===== config.mk =====
export PLATFORM = sky130hd
export DESIGN_NAME = acr_top
export DESIGN_NICKNAME = d
export VERILOG_FILES = /design/src/acr_pkg.sv /design/src/acr_cmd_if.sv /design/src/acr_cmd_reg.sv /design/src/acr_top.sv
export SDC_FILE = /design/constraint.sdc
export NUM_CORES = 1
export LEC_CHECK = 0
export BUFFER_PORTS_ARGS = -buffer_cell sky130_fd_sc_hd__buf_4
export CAP_MARGIN = 20
export CORE_MARGIN = 2
export CORE_UTILIZATION = 43
export DETAILED_ROUTE_END_ITERATION = 7
export GPL_ROUTABILITY_DRIVEN = 0
export PLACE_DENSITY = 0.77
export SLEW_MARGIN = 20
export SYNTH_ARGS = -nofsm -noshare
export SYNTH_HDL_FRONTEND = slang
export SYNTH_SLANG_ARGS = --single-unit

===== constraint.sdc =====
create_clock -name ref_clk_i -period 2.3 [get_ports ref_clk_i]
set_input_delay 0.46 -clock ref_clk_i [delete_from_list [all_inputs] [get_ports ref_clk_i]]
set_output_delay 0.46 -clock ref_clk_i [all_outputs]
set_load 0.03 [all_outputs]

===== src/acr_pkg.sv =====
package acr_pkg;
  localparam int unsigned CMD_W         = 16;
  localparam int unsigned SPEED_W       = 16;
  localparam int unsigned POINT_W       = 16;
  // Bit positions inside the command word.
  localparam int unsigned BIT_HALT      = 15;
  localparam int unsigned BIT_SAFE      = 14;
  localparam int unsigned BIT_SERVO     = 12;
  localparam int unsigned BIT_FCLR      = 8;
  localparam int unsigned BIT_BRAKE     = 7;
  localparam int unsigned BIT_HOLD      = 5;
  localparam int unsigned BIT_HOME      = 4;
  localparam int unsigned BIT_MOVE      = 3;
  // Unusable bits are not stored and read back as zero.
  localparam logic [15:0] CMD_WMASK     = 16'hd1b8;
  localparam logic [15:0] CMD_RESET     = 16'h0000;
  localparam logic [15:0] SPEED_RESET   = 16'h0000;
  localparam logic [15:0] POINT_RESET   = 16'h0000;

  typedef enum logic [1:0] {
    ST_IDLE,
    ST_HOME,
    ST_MOVE
  } acr_state_e;
endpackage : acr_pkg


===== src/acr_cmd_if.sv =====
interface acr_cmd_if;
  logic [15:0] word;
  logic [15:0] rise;
  modport src (output word, output rise);
  modport dst (input word, input rise);
endinterface : acr_cmd_if


===== src/acr_cmd_reg.sv =====
module acr_cmd_reg
  import acr_pkg::*;
(
  input  wire logic                ref_clk_i,
  input  wire logic                sys_rst_i,
  input  wire logic                wr_i,
  input  wire logic [CMD_W-1:0]    wdata_i,
  acr_cmd_if.src                   cif
);
  import acr_pkg::*;

  logic [CMD_W-1:0] next_word;
  logic [CMD_W-1:0] next_rise;

  always_comb begin
    next_word = cif.word;
    next_rise = '0;
    if (wr_i) begin
      next_word = wdata_i & CMD_WMASK;
      next_rise = wdata_i & CMD_WMASK & ~cif.word;
    end
  end

  always_ff @(posedge ref_clk_i) begin
    if (sys_rst_i) begin
      cif.word <= CMD_RESET;
      cif.rise <= '0;
    end else begin
      cif.word <= next_word;
      cif.rise <= next_rise;
    end
  end
endmodule : acr_cmd_reg


===== src/acr_top.sv =====
// Functional notes
// - Bit 15 enters emergency stop; drive power stays on, fault lamp dark.
// - Bit 14 caps every motion speed at the safety speed setting.
// - Bit 12 energizes servo only if stop, failure, auto-off clear, enabled.
// - Rising bit 8 clears alarms; a persisting cause raises it again.
// - Rising bit 8 while paused discards the remaining travel.
// - Bit 7 forcibly releases the brake while it is one.
// - Bit 5 blocks motion except homing before contact reversal; a running move decelerates to stop.
// - Clearing bit 5 resumes the interrupted move to its end.
// - Bit 5 during homing holds only after contact reversal, then finishes.
// - Rising bit 4 starts homing and clears done flag; finish sets it; rehoming is allowed.
// - Rising bit 3 moves to the point in the point index register.
// - While bit 3 stays one, position complete is withheld.
// - Bit 3 start before any homing first homes, then moves.
module acr_top
  import acr_pkg::*;
(
  input  wire logic                ref_clk_i,
  input  wire logic                sys_rst_i,
  input  wire logic                cmd_wr_i,
  input  wire logic [CMD_W-1:0]    cmd_wdata_i,
  output logic      [CMD_W-1:0]    cmd_rdata_o,
  input  wire logic [POINT_W-1:0]  point_index_register_i,
  input  wire logic [SPEED_W-1:0]  safety_speed_i,
  input  wire logic [SPEED_W-1:0]  req_speed_i,
  input  wire logic                estop_status_i,
  input  wire logic                major_failure_i,
  input  wire logic                enable_status_i,
  input  wire logic                auto_servo_off_i,
  input  wire logic                alarm_cause_i,
  input  wire logic                home_reversed_i,
  input  wire logic                home_finished_i,
  input  wire logic                move_finished_i,
  input  wire logic                in_band_i,
  output logic                     emergency_halt_request_o,
  output logic                     drive_power_keep_o,
  output logic                     fault_lamp_o,
  output logic                     alarm_active_o,
  output logic [SPEED_W-1:0]       speed_cap_o,
  output logic                     drive_energize_o,
  output logic                     brake_release_o,
  output logic                     motion_hold_o,
  output logic                     cancel_travel_o,
  output logic                     home_start_o,
  output logic                     move_start_o,
  output logic [POINT_W-1:0]       move_point_o,
  output logic                     homing_done_flag_o,
  output logic                     pos_complete_o
);
  import acr_pkg::*;

  acr_cmd_if cif ();

  acr_cmd_reg u_cmd (
    .ref_clk_i (ref_clk_i),
    .sys_rst_i (sys_rst_i),
    .wr_i      (cmd_wr_i),
    .wdata_i   (cmd_wdata_i),
    .cif       (cif)
  );

  assign cmd_rdata_o = cif.word;

  acr_state_e          state;
  acr_state_e          next_state;
  logic                pending;
  logic                next_pending;
  logic                reversed;
  logic                next_reversed;
  logic                arrived;
  logic                next_arrived;
  logic                alarm;
  logic                next_alarm;
  logic                next_home_flag;
  logic                next_home_start;
  logic                next_move_start;
  logic                next_cancel;
  logic [POINT_W-1:0]  next_point;
  logic                paused;
  logic                next_hold;
  logic [SPEED_W-1:0]  next_cap;
  logic                next_servo;

  // A move or homing counts as paused only while one is underway.
  assign paused = cif.word[BIT_HOLD] && (state != ST_IDLE);

  always_comb begin
    next_state      = state;
    next_pending    = pending;
    next_reversed   = reversed;
    next_arrived    = arrived;
    next_home_flag  = homing_done_flag_o;
    next_home_start = 1'b0;
    next_move_start = 1'b0;
    next_cancel     = 1'b0;
    next_point      = move_point_o;
    if (cif.word[BIT_HALT]) begin
      next_state   = ST_IDLE;
      next_pending = 1'b0;
    end else if (cif.rise[BIT_FCLR] && paused) begin
      next_cancel  = 1'b1;
      next_state   = ST_IDLE;
      next_pending = 1'b0;
    end else begin
      case (state)
        ST_IDLE: begin
          if (cif.rise[BIT_HOME]) begin
            next_home_start = 1'b1;
            next_home_flag  = 1'b0;
            next_reversed   = 1'b0;
            next_state      = ST_HOME;
          end else if (cif.rise[BIT_MOVE]) begin
            next_arrived = 1'b0;
            if (homing_done_flag_o) begin
              next_move_start = 1'b1;
              next_point      = point_index_register_i;
              next_state      = ST_MOVE;
            end else begin
              next_home_start = 1'b1;
              next_reversed   = 1'b0;
              next_pending    = 1'b1;
              next_point      = point_index_register_i;
              next_state      = ST_HOME;
            end
          end
        end
        ST_HOME: begin
          if (home_reversed_i) begin
            next_reversed = 1'b1;
          end
          if (home_finished_i) begin
            next_home_flag = 1'b1;
            next_state     = ST_IDLE;
            if (pending) begin
              next_move_start = 1'b1;
              next_pending    = 1'b0;
              next_state      = ST_MOVE;
            end
          end
        end
        ST_MOVE: begin
          if (move_finished_i) begin
            next_arrived = 1'b1;
            next_state   = ST_IDLE;
          end
        end
        default: begin
          next_state = ST_IDLE;
        end
      endcase
    end
  end

  always_comb begin
    next_alarm = alarm_cause_i | (alarm & ~cif.rise[BIT_FCLR]);
    next_hold  = cif.word[BIT_HOLD] && !(state == ST_HOME && !reversed);
    next_cap   = (cif.word[BIT_SAFE] && req_speed_i > safety_speed_i)
                 ? safety_speed_i : req_speed_i;
    next_servo = cif.word[BIT_SERVO] && !estop_status_i && !major_failure_i
                 && enable_status_i && !auto_servo_off_i;
  end

  always_ff @(posedge ref_clk_i) begin
    if (sys_rst_i) begin
      state                    <= ST_IDLE;
      pending                  <= 1'b0;
      reversed                 <= 1'b0;
      arrived                  <= 1'b0;
      alarm                    <= 1'b0;
      homing_done_flag_o       <= 1'b0;
      home_start_o             <= 1'b0;
      move_start_o             <= 1'b0;
      cancel_travel_o          <= 1'b0;
      move_point_o             <= POINT_RESET;
      emergency_halt_request_o <= 1'b0;
      drive_power_keep_o       <= 1'b1;
      fault_lamp_o             <= 1'b0;
      alarm_active_o           <= 1'b0;
      speed_cap_o              <= SPEED_RESET;
      drive_energize_o         <= 1'b0;
      brake_release_o          <= 1'b0;
      motion_hold_o            <= 1'b0;
      pos_complete_o           <= 1'b0;
    end else begin
      state                    <= next_state;
      pending                  <= next_pending;
      reversed                 <= next_reversed;
      arrived                  <= next_arrived;
      alarm                    <= next_alarm;
      homing_done_flag_o       <= next_home_flag;
      home_start_o             <= next_home_start;
      move_start_o             <= next_move_start;
      cancel_travel_o          <= next_cancel;
      move_point_o             <= next_point;
      emergency_halt_request_o <= cif.word[BIT_HALT];
      drive_power_keep_o       <= 1'b1;
      fault_lamp_o             <= next_alarm & ~cif.word[BIT_HALT];
      alarm_active_o           <= next_alarm;
      speed_cap_o              <= next_cap;
      drive_energize_o         <= next_servo;
      brake_release_o          <= cif.word[BIT_BRAKE];
      motion_hold_o            <= next_hold;
      pos_complete_o           <= next_arrived & in_band_i
                                  & ~cif.word[BIT_MOVE];
    end
  end

  property p_halt;
    @(posedge ref_clk_i) disable iff (sys_rst_i)
      cif.word[BIT_HALT] |=> emergency_halt_request_o && !fault_lamp_o
                             && drive_power_keep_o;
  endproperty
  a_halt: assert property (p_halt) else $error("emergency state wrong");

  property p_cap;
    @(posedge ref_clk_i) disable iff (sys_rst_i)
      cif.word[BIT_SAFE] |=> speed_cap_o <= $past(safety_speed_i);
  endproperty
  a_cap: assert property (p_cap) else $error("speed over cap");

  property p_servo;
    @(posedge ref_clk_i) disable iff (sys_rst_i)
      (estop_status_i || major_failure_i || !enable_status_i
       || auto_servo_off_i || !cif.word[BIT_SERVO]) |=> !drive_energize_o;
  endproperty
  a_servo: assert property (p_servo) else $error("servo without permit");

  property p_alarm;
    @(posedge ref_clk_i) disable iff (sys_rst_i)
      (cif.rise[BIT_FCLR] && !alarm_cause_i) |=> !alarm_active_o;
  endproperty
  a_alarm: assert property (p_alarm) else $error("alarm not cleared");

  property p_cancel;
    @(posedge ref_clk_i) disable iff (sys_rst_i)
      (cif.rise[BIT_FCLR] && paused && !cif.word[BIT_HALT])
        |=> cancel_travel_o && state == ST_IDLE;
  endproperty
  a_cancel: assert property (p_cancel) else $error("travel kept");

  property p_brake;
    @(posedge ref_clk_i) disable iff (sys_rst_i)
      brake_release_o == $past(cif.word[BIT_BRAKE]);
  endproperty
  a_brake: assert property (p_brake) else $error("brake mismatch");

  property p_hold;
    @(posedge ref_clk_i) disable iff (sys_rst_i)
      (cif.word[BIT_HOLD] && state != ST_HOME) |=> motion_hold_o;
  endproperty
  a_hold: assert property (p_hold) else $error("hold not applied");

  property p_home;
    @(posedge ref_clk_i) disable iff (sys_rst_i)
      (state == ST_IDLE && cif.rise[BIT_HOME] && !cif.word[BIT_HALT]
       && !(cif.rise[BIT_FCLR] && paused)) |=> home_start_o
       && !homing_done_flag_o;
  endproperty
  a_home: assert property (p_home) else $error("homing not started");

  property p_move;
    @(posedge ref_clk_i) disable iff (sys_rst_i)
      move_start_o |-> homing_done_flag_o;
  endproperty
  a_move: assert property (p_move) else $error("move before homing");

  property p_pcomp;
    @(posedge ref_clk_i) disable iff (sys_rst_i)
      cif.word[BIT_MOVE] |=> !pos_complete_o;
  endproperty
  a_pcomp: assert property (p_pcomp) else $error("complete not held");
endmodule : acr_top


# After elaboration in Yosys (flattened, before gate mapping)
# Cells that the tools add are included.
# classes
add_sub_neg	0
n_mul	0
div	0
n_lt_le_gt_ge	1
n_eq_ne	11
shifts	0
mux	37
n_bitwise	14
reduce_logical	26
# ops
operator	count
$mux W1	24
$gt A16 B16 Y1	1
$mux W16	1
$reduce_and A5 Y1	3
$mux W2	6
$ne A2 B2 Y1 const B	5
$pmux W1 S2	5
$and A9 B9 Y9	1
$logic_and A1 B1 Y1	9
$not A9 Y9	1
$not A1 Y1	7
$pmux W2 S3	1
$reduce_and A6 Y1	1
$logic_not A1 Y1	5
$and A1 B1 Y1	4
$ne A2 B1 Y1 const B	2
$reduce_bool A2 Y1	2
$reduce_or A2 Y1	2
$reduce_or A4 Y1	1
$ne A3 B1 Y1 const B	1
$ne A3 B2 Y1 const B	1
$reduce_and A3 Y1	1
$reduce_or A3 Y1	1
$eq A2 B1 Y1 const B	1
other kinds (3)	3
# totals
reg_bits	65
latchBits	0
ramBits	0
rom_bits	0
inputBits	76
output_inout_bits	60
elab_cells	108
n_memories	0

# Logic depth before layout (Yosys ltp)
# logic_depth
ltp_word	7
mapped_depth	10
mapped_depth_nobuf	7

# Cells and area by module
# From an unflattened synthesis, not the netlist that was laid out.
# unflattened
hier_cells	362
hier_area_um2	3321.9
# modules_own_cells
mod	instances	cells_each	area_each_um2	seq_area_each_um2
acr_top	1	301	2623.8	960.9
acr_cmd_reg	1	61	698.2	320.3

# Worst setup path after synthesis
# OpenSTA, ideal clock, no wires.
# synth_timing
path_type	in2reg
start	input port safety_speed_i[15]
end	register speed_cap_o[10]
setup_time_ns	0.096
arrival_time_ns	2.174
required_ns	2.204
path_slack_ns	0.030
path_stages	9
path_buffers	2
cell_sequence	inv_1 > ha_1 > nand4_2 > or3_4 > a21o_4 > and4b_4 > buf_6 > buf_6 > o41ai_2
# synth_via
elab_chain_cells	3
# synth_rtl
item	line_no	rtl
start, declared	acr_top.sv:24	input wire logic [SPEED_W-1:0] safety_speed_i,
$gt A16 B16 Y1	acr_top.sv:157	next_cap = (cif.word[BIT_SAFE] && req_speed_i > safety_speed_i)
$logic_and A1 B1 Y1	acr_top.sv:157	
$mux W16	acr_top.sv:158	? safety_speed_i : req_speed_i;
end signal, assigned	acr_top.sv:199	speed_cap_o <= next_cap;
end, declared	acr_top.sv:39	output logic [SPEED_W-1:0] speed_cap_o,
# No other way between the ends.
# A chain may end at the register's enable or synchronous reset.

# Final worst setup path
# layout_timing
start	input port safety_speed_i[15]
end	register speed_cap_o[11]
# The elaborated chain is that of the path after synthesis.

==> flow_summary.ini <==
[setup_path]
cp_max_fo = 16
slowest_stage = or3_4
max_stage_delay_ns = 0.41
rrSetupSlack_ns = 0.70
cpMostUsedCell = buf_4
reg2reg_depth = 5
rr_endpoint = move_point_o[14]$_SDFFE_PP0P_
cp_cell_sequence = buf_4 > inv_1 > ha_1 > nand4_2 > or3_4 > a21o_4 > buf_4 > a41oi_1 > o41ai_2
timing.rr.start = state[0]$_SDFFE_PP0P_
worstSetupPathType = in -> reg
crit_path_end_kind = flop
cp.required_ns = 2.49
cp.arrival_ns = 2.16
worst_setup_path_start_kind = input port

[yosys]
synth_edf_count = 0
syn_inst = 336
synth_seq_cells = 59
synth_area_um2 = 3010
syn_area_per_cell_um2 = 8.95
async_flop_share_pct = 0
yosysSeqAreaShare_pct = 39.3
synth_top_area_share_pct = 39.3
yosysUniqueCellTypes = 40
synthFlopType = dfxtp_1
synthTopCellsByArea = dfxtp_1 (39%), nor3b_1 (9.0%), ha_1 (6.7%)
yosys_warnings = 0
synth_top_area_cell = dfxtp_1

[cts]
cts_buffer_depth = 2
cts.repair.resized = 0
numCtsBuffers = 9
clock-sinks = 59
clk_latency_ns = 0.33
clk_pin_slew_ns = 0.07
cts_setup_buffers = 0
cts_tree = built
htree_levels = 3
ctsHoldBuffers = 0
cts_root_buf = clkbuf_8

[sta]
fin_crit_sh_pct = 85.8
worstMarginPinSlew_ns = 0.889
report.final.slew_viol_count = 0
setup_ws_ns = 0.327
fin_skew_ns = 0.00857
hold_violations = 0
max_freq_mhz = 507
rsz0062_at_grt = no
setup_viol = 0
period_needed_ns = 1.97
slew_headroom_pct = 40.8

[floorplan]
start_util_pct = 44.3
die_h_um = 87.6
die_x_um = 87.6
die_area_um2 = 7680
core_region_area_um2 = 6790
io_pins = 136
rows = 30

[hold_path]
hold_class = in -> reg
hold-path-cell-count = 2
min_to = drive_energize_o$_SDFF_PP0_
hold_start = auto_servo_off_i

[finish]
n_antenna_cell = 0
nets = 551
final_cell_mix = buf_4 (139), dfxtp_1 (59), nand2_1 (41)
final_cells = 560
syn_to_final_growth_pct = 40.9
layout.cells.most_common = buf_4
drive_above_1_share_pct = 36.4
post-route-util_pct = 62.4

[place]
dp_slack_ns = -0.0173
dp_cells = 544
dp_hpwl_um = 6000
port_buffers = 118

[detailed_routing]
wl_per_cell_um = 14.2
drtIter0Drc = 87
drc = 0
firstDrtPassIters = 4
routed.top_layer = met4
antenna_left = 0
met3WireLength_um = 623
vias_per_cell = 5.22
dr_wl_met2_um = 4080
totalWireLength_um = 7960
num_vias = 2922
wl_met1_um = 3200

[status]
outcome = finished clean

[global_route]
grt_pass1_wl_um = 12200
antenna_found_initial = 0
grt_use_total_pct = 20.2
grt_pass1_vias = 2650
grt_max_degree = 85
grt.overflow.total = 0

[power]
total_power_mw = 2.75
p_per_area_nw_per_um2 = 649
irDropWorstVdd_v = 0.000272
p_leak_nw = 1.90

[job]
max-cap-violations = 0
==> flip-flops by register name (all words and copies together) (netlist names), 2 cells and up <==
signal / cells
move_point_o: 16
speed_cap_o: 16
state: 2
u_cmd.cif.rise: 3
u_cmd.cif.word: 8
==> synth_stat cells (2+ instances only) <==
library cell / n
buf_1: 2
buf_4: 9
nand4_1: 3
nor3_1: 5
o41ai_2: 10
nor3b_1: 36
a21o_1: 2
nand2_1: 41
a41oi_1: 17
clkbuf_1: 20
o21ai_0: 2
buf_6: 2
nor2b_1: 5
ha_1: 16
a21oi_1: 28
dfxtp_1: 59
nor2_1: 21
o21ai_1: 4
conb_1: 2
nand3b_1: 3
inv_1: 18
mux2i_1: 8
nand2b_1: 2
o41ai_1: 5
==> worst max-delay path by stage <==
stage,cells past startpoint,endpoint,startpoint
2_1_floorplan,9,speed_cap_o[10]$_SDFF_PP0_,safety_speed_i[15]
3_3_place_gp,9,speed_cap_o[11]$_SDFF_PP0_,safety_speed_i[15]
3_5_place_dp,9,speed_cap_o[11]$_SDFF_PP0_,safety_speed_i[15]
4_1_cts,9,speed_cap_o[11]$_SDFF_PP0_,safety_speed_i[15]
5_1_grt,8,speed_cap_o[4]$_SDFF_PP0_,safety_speed_i[7]
6_report,9,speed_cap_o[11]$_SDFF_PP0_,safety_speed_i[15]
==> logic make-up after synthesis <==
group	synth area share (%)
multiplexers	2.66
AND/OR/NAND/NOR	23.1
AO/OA/AOI/OAI	19.9
other	0.250
buffers and inverters	8.15
adder cells (fa/ha/maj)	6.66
flip-flops	39.3
==> stage by stage <==
step	instance area (um^2)	hold slack [ns]	TNS, ns
global placement	4020	0.433	0
global route	4240	0.272	0
finish	4240	0.286	0
detailed placement	4020	0.434	-0.0268
CTS	4240	0.273	0
floorplan	3030	0.455	0
==> critical path: cells and delay by family <==
family                   cells  cell delay, ns
AO/OA/AOI/OAI                3            0.54
adder cells (fa/ha/maj)      1            0.31
buffers and inverters        3            0.32
AND/OR/NAND/NOR              2            0.53
==> area by class of cell <==
type	instances	area, um^2
inverters	18	67.6
repair buffers	139	1040
fillers	567	2560
clock buffers	10	128
flip-flops and latches	59	1180
well taps	96	120
multi-input cells	232	1610
clock inverters	6	90.1
==> power by group <==
group	internal [mW]	total, mW	switching (mW)
Combinational	0.272	0.616	0.344
Sequential	1.08	1.11	0.0306
Clock	0.612	1.03	0.414
==> layer usage <==
layer	vias up	GRT usage, %
met5	-	0
met4	0	6.71
met3	7	6.60
met2	119	36.0
met1	1360	22.7
li1	1436	-
(Power assumes the default switching activity.)
